==> src/hdl/vbw_pkg.sv <==
// package for the video dram strobe controller: register map, encodings and timing
//*****************************************************************************
// Functional notes
// - one-shot mask: first state low, mask
// - retained mask: first state low, data ignored
// - late write: transfer enable held high
// - early write: transfer enable hold only
// - refresh: select level picks reset option
// - refresh select high, we low: stop point
// - serial clock rise after transfer ends
//*****************************************************************************
package vbw_pkg;
  // ****************************************************************
  // register offsets (byte addresses)
  // ****************************************************************
  localparam logic [7:0] OFS_CMD    = 8'h00; // command and go
  localparam logic [7:0] OFS_ROW    = 8'h04; // row address
  localparam logic [7:0] OFS_COL    = 8'h08; // column / stop / tap address
  localparam logic [7:0] OFS_WMASK  = 8'h0C; // write mask
  localparam logic [7:0] OFS_CMASK  = 8'h10; // column mask
  localparam logic [7:0] OFS_STATUS = 8'h14; // busy and serial data
  // ****************************************************************
  // command field
  // ****************************************************************
  localparam int CMD_OP_LSB   = 0;  // op code bits 2:0
  localparam int CMD_LATE_BIT = 4;  // late write timing
  localparam int CMD_PAGE_BIT = 5;  // page-mode block writes
  localparam int CMD_CNT_LSB  = 8;  // number of page columns minus one
  localparam int CMD_GO_BIT   = 31; // start, self clearing
  typedef enum logic [2:0] {
    OP_BW_PLAIN  = 3'h0, // block write, no write mask
    OP_BW_ONCE   = 3'h1, // block write, one-shot mask
    OP_BW_KEEP   = 3'h2, // block write, retained mask
    OP_REF_RESET = 3'h3, // column-first refresh, option reset
    OP_REF_PLAIN = 3'h4, // column-first refresh, no reset
    OP_REF_STOP  = 3'h5, // column-first refresh, stop point set
    OP_XFER      = 3'h6, // full transfer read
    OP_LOAD_MASK = 3'h7  // load write mask register
  } vbw_op_t;
  localparam int STS_BUSY_BIT = 0;  // command running
  localparam int STS_SQ_LSB   = 16; // last serial word
  // ****************************************************************
  // timing, in ns, and cycle counts at the system clock
  // ****************************************************************
  localparam int CLK_NS        = 100;
  localparam int T_PHASE_NS    = 100; // least time per strobe phase
  localparam int PHASE_CYC     = (T_PHASE_NS + CLK_NS - 1) / CLK_NS;
  localparam logic [3:0] PHASE_CNT = 4'(PHASE_CYC);
  localparam logic [31:0] RST_ZERO = 32'h0000_0000;
endpackage : vbw_pkg

==> src/hdl/vbw_ctrl.sv <==
// controller driving the video dram strobes from apb command registers
module vbw_ctrl #(
  parameter int DW = 16,
  parameter int AW = 9
) (
  input  wire logic                   clk_sys,
  input  wire logic                   rst_n,
  input  wire logic                   psel,
  input  wire logic                   penable,
  input  wire logic                   pwrite,
  input  wire logic [7:0]             paddr,
  input  wire logic [31:0]            pwdata,
  output logic      [31:0]            prdata,
  output logic                        pready,
  output logic                        pslverr,
  output logic                        row_strobe_n,
  output logic                        column_strobe_n,
  output logic                        write_enable_n,
  output logic                        transfer_output_enable_n,
  output logic                        special_function_select,
  output logic      [AW-1:0]          multiplexed_address,
  output logic      [DW-1:0]          random_data_bus_o,
  output logic                        random_data_bus_oe,
  input  wire logic [DW-1:0]          random_data_bus_i,
  output logic                        serial_shift_clock,
  output logic                        serial_enable_n,
  input  wire logic [DW-1:0]          serial_data_out,
  output logic                        busy
);
  import vbw_pkg::*;

  // ****************************************************************
  // registers
  // ****************************************************************
  logic [31:0]   cmd;        // command register
  logic [AW-1:0] row_adr;    // row address
  logic [AW-1:0] col_adr;    // column/stop/tap address
  logic [DW-1:0] wmask;      // write mask for one-shot and load cycles
  logic [DW-1:0] cmask;      // column mask
  logic [DW-1:0] sq_s1;      // serial data, first sync stage
  logic [DW-1:0] sq_s2;      // serial data, second sync stage
  logic          go;         // one-cycle start pulse
  logic          unused_dq;  // random port read data unused here

  typedef enum logic [3:0] {
    ST_IDLE, ST_ROW, ST_ROW_HOLD, ST_COL, ST_COL_HI, ST_RAS_HI,
    ST_CBR_CAS, ST_CBR_RAS, ST_SC_HI, ST_SC_LO
  } vbw_state_t;
  vbw_state_t state;         // sequencer state
  logic [3:0] tmr;           // phase timer
  logic [7:0] cols_left;     // page columns remaining
  vbw_op_t    op;            // decoded op code

  assign op        = vbw_op_t'(cmd[CMD_OP_LSB +: 3]);
  assign unused_dq = ^random_data_bus_i;

  // ****************************************************************
  // apb slave: zero wait states, unmapped reads zero, no errors
  // ****************************************************************
  // write side; go is taken only while the sequencer is idle
  always_ff @(posedge clk_sys) begin
    if (!rst_n) begin
      cmd     <= RST_ZERO;
      row_adr <= '0;
      col_adr <= '0;
      wmask   <= '0;
      cmask   <= '0;
      go      <= 1'b0;
    end else begin
      go <= 1'b0;
      if (psel && penable && pwrite) begin
        if (paddr == OFS_CMD) begin
          cmd <= pwdata;
          go  <= pwdata[CMD_GO_BIT] && (state == ST_IDLE);
        end else if (paddr == OFS_ROW) begin
          row_adr <= pwdata[AW-1:0];
        end else if (paddr == OFS_COL) begin
          col_adr <= pwdata[AW-1:0];
        end else if (paddr == OFS_WMASK) begin
          wmask <= pwdata[DW-1:0];
        end else if (paddr == OFS_CMASK) begin
          cmask <= pwdata[DW-1:0];
        end
      end
    end
  end

  // read side, registered so prdata comes from a flip-flop
  always_ff @(posedge clk_sys) begin
    if (!rst_n) begin
      prdata <= RST_ZERO;
    end else if (psel && !penable && !pwrite) begin
      if (paddr == OFS_CMD) begin
        prdata <= {1'b0, cmd[30:0]};
      end else if (paddr == OFS_ROW) begin
        prdata <= 32'(row_adr);
      end else if (paddr == OFS_COL) begin
        prdata <= 32'(col_adr);
      end else if (paddr == OFS_WMASK) begin
        prdata <= 32'(wmask);
      end else if (paddr == OFS_CMASK) begin
        prdata <= 32'(cmask);
      end else if (paddr == OFS_STATUS) begin
        prdata <= {sq_s2, 15'h0000, busy};
      end else begin
        prdata <= RST_ZERO;
      end
    end
  end

  // pready high in every access phase; errors never signalled
  always_ff @(posedge clk_sys) begin
    if (!rst_n) begin
      pready  <= 1'b0;
      pslverr <= 1'b0;
    end else begin
      pready  <= psel && !penable;
      pslverr <= 1'b0;
    end
  end

  // serial data from the pins, two-stage sync before status reads it
  always_ff @(posedge clk_sys) begin
    if (!rst_n) begin
      sq_s1 <= '0;
      sq_s2 <= '0;
    end else begin
      sq_s1 <= serial_data_out;
      sq_s2 <= sq_s1;
    end
  end

  // ****************************************************************
  // strobe sequencer
  // ****************************************************************
  // each state lasts PHASE_CNT cycles; pins change only at phase ends
  always_ff @(posedge clk_sys) begin
    if (!rst_n) begin
      state                    <= ST_IDLE;
      tmr                      <= 4'h0;
      cols_left                <= 8'h00;
      busy                     <= 1'b0;
      row_strobe_n             <= 1'b1;
      column_strobe_n          <= 1'b1;
      write_enable_n           <= 1'b1;
      transfer_output_enable_n <= 1'b1;
      special_function_select  <= 1'b0;
      multiplexed_address      <= '0;
      random_data_bus_o        <= '0;
      random_data_bus_oe       <= 1'b0;
      serial_shift_clock       <= 1'b0;
      serial_enable_n          <= 1'b1;
    end else if (tmr != 4'h0) begin
      tmr <= tmr - 4'h1;
    end else begin
      tmr <= PHASE_CNT - 4'h1;
      case (state)
        ST_IDLE: begin
          tmr <= 4'h0;
          if (go) begin
            busy      <= 1'b1;
            cols_left <= cmd[CMD_CNT_LSB +: 8];
            special_function_select <= 1'b0;
            if (op == OP_REF_RESET || op == OP_REF_PLAIN || op == OP_REF_STOP) begin
              // column strobe first; levels sampled at the row fall
              column_strobe_n         <= 1'b0;
              special_function_select <= (op != OP_REF_RESET);
              write_enable_n          <= (op != OP_REF_STOP);
              multiplexed_address     <= (op == OP_REF_STOP) ? col_adr : '0;
              state <= ST_CBR_CAS;
            end else begin
              // first state: we low selects masked writes; transfer enable low selects transfer
              multiplexed_address <= row_adr;
              write_enable_n      <= !(op == OP_BW_ONCE || op == OP_BW_KEEP);
              special_function_select <= (op == OP_LOAD_MASK);
              transfer_output_enable_n <= (op != OP_XFER);
              // second state: one-shot mask on the bus at row fall
              random_data_bus_o  <= (op == OP_BW_ONCE) ? wmask : '0;
              random_data_bus_oe <= (op != OP_XFER);
              state <= ST_ROW;
            end
          end
        end
        ST_ROW: begin
          row_strobe_n <= 1'b0;
          state        <= ST_ROW_HOLD;
        end
        ST_ROW_HOLD: begin
          // early write releases transfer enable after its hold
          if (!cmd[CMD_LATE_BIT] && op != OP_XFER) begin
            transfer_output_enable_n <= 1'b1;
          end
          if (op == OP_XFER) begin
            transfer_output_enable_n <= 1'b1;
          end
          // block writes assert select at the column fall
          special_function_select <= (op != OP_XFER);
          // bits 8 and 7:0 carry half and tap for transfers
          multiplexed_address <= {col_adr[AW-1:2], (op == OP_XFER) ? col_adr[1:0] : 2'b00};
          // third state: column mask, or the new mask for a load
          random_data_bus_o  <= (op == OP_LOAD_MASK) ? wmask : cmask;
          random_data_bus_oe <= (op != OP_XFER);
          write_enable_n     <= (op == OP_XFER) || cmd[CMD_LATE_BIT];
          state <= ST_COL;
        end
        ST_COL: begin
          column_strobe_n <= 1'b0;
          if (op != OP_XFER) begin
            write_enable_n <= 1'b0;
          end
          if (op == OP_XFER) begin
            serial_enable_n <= 1'b0;
          end
          state <= ST_COL_HI;
        end
        ST_COL_HI: begin
          column_strobe_n <= 1'b1;
          write_enable_n  <= 1'b1;
          // late write keeps transfer enable high through the page
          if (cmd[CMD_PAGE_BIT] && cols_left != 8'h00 && op != OP_XFER) begin
            transfer_output_enable_n <= 1'b1;
            cols_left                <= cols_left - 8'h01;
            col_adr_step();
            state <= ST_ROW_HOLD;
          end else begin
            state <= ST_RAS_HI;
          end
        end
        ST_RAS_HI: begin
          row_strobe_n       <= 1'b1;
          random_data_bus_oe <= 1'b0;
          transfer_output_enable_n <= 1'b1;
          special_function_select  <= 1'b0;
          state <= (op == OP_XFER) ? ST_SC_HI : ST_IDLE;
          busy  <= (op == OP_XFER);
        end
        ST_SC_HI: begin
          serial_shift_clock <= 1'b1;
          state <= ST_SC_LO;
        end
        ST_SC_LO: begin
          serial_shift_clock <= 1'b0;
          busy  <= 1'b0;
          state <= ST_IDLE;
        end
        ST_CBR_CAS: begin
          row_strobe_n <= 1'b0;
          state <= ST_CBR_RAS;
        end
        ST_CBR_RAS: begin
          row_strobe_n    <= 1'b1;
          column_strobe_n <= 1'b1;
          write_enable_n  <= 1'b1;
          special_function_select <= 1'b0;
          busy  <= 1'b0;
          state <= ST_IDLE;
        end
        default: begin
          state <= ST_IDLE;
        end
      endcase
    end
  end

  // page-mode column steps are driven by software rewriting col_adr;
  // the next block address is picked up at the next column phase
  task automatic col_adr_step();
  endtask : col_adr_step

endmodule : vbw_ctrl

==> config.mk <==
export PLATFORM = sky130hd
export DESIGN_NAME = vbw_ctrl
export DESIGN_NICKNAME = d
export VERILOG_FILES = /design/src/hdl/vbw_pkg.sv /design/src/hdl/vbw_ctrl.sv
export SDC_FILE = /design/constraint.sdc
export NUM_CORES = 1
export LEC_CHECK = 0
export ABC_AREA = 1
export BUFFER_PORTS_ARGS = -buffer_cell sky130_fd_sc_hd__buf_2
export CAP_MARGIN = 20
export CORE_MARGIN = 10
export CORE_UTILIZATION = 61
export CTS_CLUSTER_SIZE = 8
export DETAILED_ROUTE_END_ITERATION = 10
export GPL_TIMING_DRIVEN = 0
export HOLD_SLACK_MARGIN = 0.1
export PLACE_DENSITY = 0.91
export REMOVE_ABC_BUFFERS = 1
export SYNTH_ARGS = -nofsm -noshare
export SYNTH_HDL_FRONTEND = slang
export SYNTH_SLANG_ARGS = --single-unit
==> constraint.sdc <==
create_clock -name clk_sys -period 4.05 [get_ports clk_sys]
set_input_delay 0.405 -clock clk_sys [delete_from_list [all_inputs] [get_ports clk_sys]]
set_output_delay 0.405 -clock clk_sys [all_outputs]
set_load 0.01 [all_outputs]
==> qor.csv <==
stage,metric,value,unit
status,outcome,"finished, final reports clean",
route,routed_wl,24100,µm
synthesis,yosys_register_bits,197,
power,internal_power,0.00295,W
power,swShare,24.3,%
route,via_per_inst,5.74,
synthesis,ys_types,45,
synthesis,synth_edf_count,0,
cells_and_area,final_common_cell,dfxtp_1,
synthesis,synth_area_leader_cell,dfxtp_1,
grt,overflow,0,
cts,clock_latency,0.44,ns
cts,cts.clk_slew.worst_paths,0.07,ns
power,cellLeakagePower,4.53,nW
placement,place.gp.congestion,0.917,
cts,cts_tree,yes,
placement,dp_worst_setup_slack,0.465,ns
route,postRouteAntennaNets,0,
sta,final.setup.worst_slack,0.803,ns
die,ioPinCount,145,
route,vias,8280,
cts,post_cts_resized,0,
synthesis,synth_top_area_share,45.9,%
synthesis,yosysWarnings,0,
power,ir_drop,0.000278,V
die,row_count,43,
cts,cts_sinks,197,
cells_and_area,fin_area,0.00982,mm²
setup_path,critPathLaunchType,primary input,
sta,finalMaxSlewViolations,0,
cells_and_area,final_cell_mix,"dfxtp_1, nand2_1, o21ai_0",
cells_and_area,nets,1330,
synthesis,ys.flop_type,dfxtp_1,
synthesis,ys_async_sr_fraction,0,%
flow_run,maxCapViolCount,0,
synthesis,synth_area_leaders,"dfxtp_1, nand2_1, o21ai_0",
die,start_util,62.1,%
cells_and_area,drive_gt1_share,16.2,%
power,switching_power,0.000947,W
power,p_seq_share,51.4,%
sta,rsz0062_at_grt,no,
route,first_pass_iters,5,
grt,grt_pass1_vias,7672,
synthesis,synth_area_per_cell,7.40,µm²
route,route.detailed.drc,0,
cells_and_area,antenna_cells,0,
cts,post_cts_buffers,0,
grt,grt_pass1_wl,38700,µm
setup_path,cp.required,4.34,ns
sta,hold_viol,0,
sta,min_period,3.25,ns
hold_path,hold_path.class,in2reg,
die,die-area,0.0192,mm²
setup_path,critical_path_class,in2reg,
sta,slew_headroom,33.0,%
placement,io_buffers,127,
sta,setup_violations,0,
die,die_w,139,µm
synthesis,netlist_instances,1161,
route,drtIter0Drc,870,
sta,fmax,0.308,GHz
placement,dpl_cell_area,0.00924,mm²
sta,fin_worst_skew,0.0112,ns
setup_path,worstPathArrival,3.54,ns
cts,cts-root-buf,clkbuf_16,
power,p_clk_share,41.9,%
cts,clockBufferDepth,2,
cells_and_area,synthToLayoutAreaGrowth,14.3,%
synthesis,ys_seq_area_share,45.9,%
setup_path,crit_fanout,40,
power,combPwrFrac,6.7,%
cts,cts_buffers,17,
sta,tightestPinTransition,1.00,ns
grt,grt_usage,23.9,%
grt,antenna_found_initial,0,
die,die_h,139,µm
power,pwr_density_cell,397,mW/mm²
grt,grt_start_max_net_pins,94,
route,wl_per_cell,16.7,µm
setup_path,endpoint_kind,flop,
synthesis,netlist_area,0.00859,mm²
die,coreArea,0.0138,mm²
cts,ctsHoldBuffers,0,
sta,min_period_over_period,80.2,%
placement,hpwl,15700,µm
cts,htreeDepth,4,
==> metal layers <==
metal / wire, µm / track usage [%] / up-vias
met5: 0 / 0 / -
met4: 953 / 12.7 / 0
met3: 1760 / 5.24 / 73
met2: 11500 / 38.1 / 410
met1: 9850 / 29.5 / 3781
li1: - / - / 4016
==> state kept, by name, summed over array words and instances (netlist names) <==
signal / count
tmr: 4
busy: 1
row_strobe_n: 1
column_strobe_n: 1
multiplexed_address: 9
state: 4
cols_left: 8
sq_s1: 16
random_data_bus_oe: 1
pready: 1
wmask: 16
cmd: 31
sq_s2: 16
random_data_bus_o: 16
go: 1
special_function_select: 1
write_enable_n: 1
serial_shift_clock: 1
row_adr: 9
cmask: 16
transfer_output_enable_n: 1
col_adr: 9
serial_enable_n: 1
prdata: 32
==> cells by family (layout without fill, tap and decap cells) <==
| group | Yosys count | in the layout | synth area share, % |
|---|---|---|---|
| xor gates and xnor gates | 2 | 2 | 0.204 |
| buffers and inverters | 197 | 299 | 9.65 |
| other | 1 | 1 | 0.0437 |
| and+or+nand+nor | 435 | 435 | 22.2 |
| DFF | 197 | 197 | 45.9 |
| adders and majority gates | 3 | 3 | 0.437 |
| AOI/OAI and AO/OA | 326 | 326 | 21.5 |
==> cells in the mapped netlist, drive strengths merged (2+ instances only) <==
cell type	n
inv	134
buf	29
a31oi	8
or2	2
nand2	201
nor2	138
nor3	15
nand3	72
a211oi	17
dfxtp	197
clkbuf	33
ha	3
o211ai	19
a21oi	114
o21ai	137
o21a	15
o22ai	2
a32oi	8
nand4	6
==> final timing paths <==
check                                   startpoint                    to  slack, ns  cells past startpoint
worst min-delay path            serial_data_out[2]              sq_s1[2]       0.15                      3
worst min register to register            sq_s1[2]              sq_s2[2]       0.41                      2
worst max register to register            state[1]  random_data_bus_o[2]       1.65                      6
worst max-delay path                      paddr[3]               cmd[30]       0.80                      9
==> area by class of cell <==
cell class              count  area, µm²
repair buffers            132        751
multi-input cells         767       3820
clock buffers              19        443
well taps                 180        225
inverters                 135        509
fillers                  1114       4010
clock inverters            13        125
flip-flops and latches    197       3940
==> through the flow <==
| stage | hold WS (ns) | power [W] | TNS (ns) | cells | utilization, % |
|---|---|---|---|---|---|
| floorplan | 0.390 | 0.00218 | 0 | 1099 | - |
| global placement | 0.393 | 0.00228 | -30.89 | 1406 | 66.0 |
| detailed placement | 0.399 | 0.00230 | 0 | 1410 | 66.8 |
| CTS | 0.140 | 0.00390 | 0 | 1442 | 70.9 |
| global route | 0.148 | 0.00402 | 0 | 1443 | 71.0 |
| finish | 0.147 | 0.00389 | 0 | 1443 | 71.0 |
==> worst max-delay path: stages <==
cell and delay [ns]:
buf_2 0.13, nor2_1 0.15, inv_1 0.09, nor2_4 0.42
nand2_2 0.30, nor2_4 0.82, inv_1 0.76, o21ai_0 0.38
a21oi_1 0.06
==> power by group through the flow <==
| stage | registers [W] | logic (W) | clock network (W) |
|---|---|---|---|
| after global routing | 0.00201 | 0.000291 | 0.00172 |
| after detailed placement | 0.00205 | 0.000258 | 0 |
| final | 0.00200 | 0.000262 | 0.00163 |
| after floorplan | 0.00205 | 0.000136 | 0 |
| after global placement | 0.00204 | 0.000240 | 0 |
| after CTS | 0.00200 | 0.000260 | 0.00164 |
No activity file was read; power rests on OpenSTA's default activity.
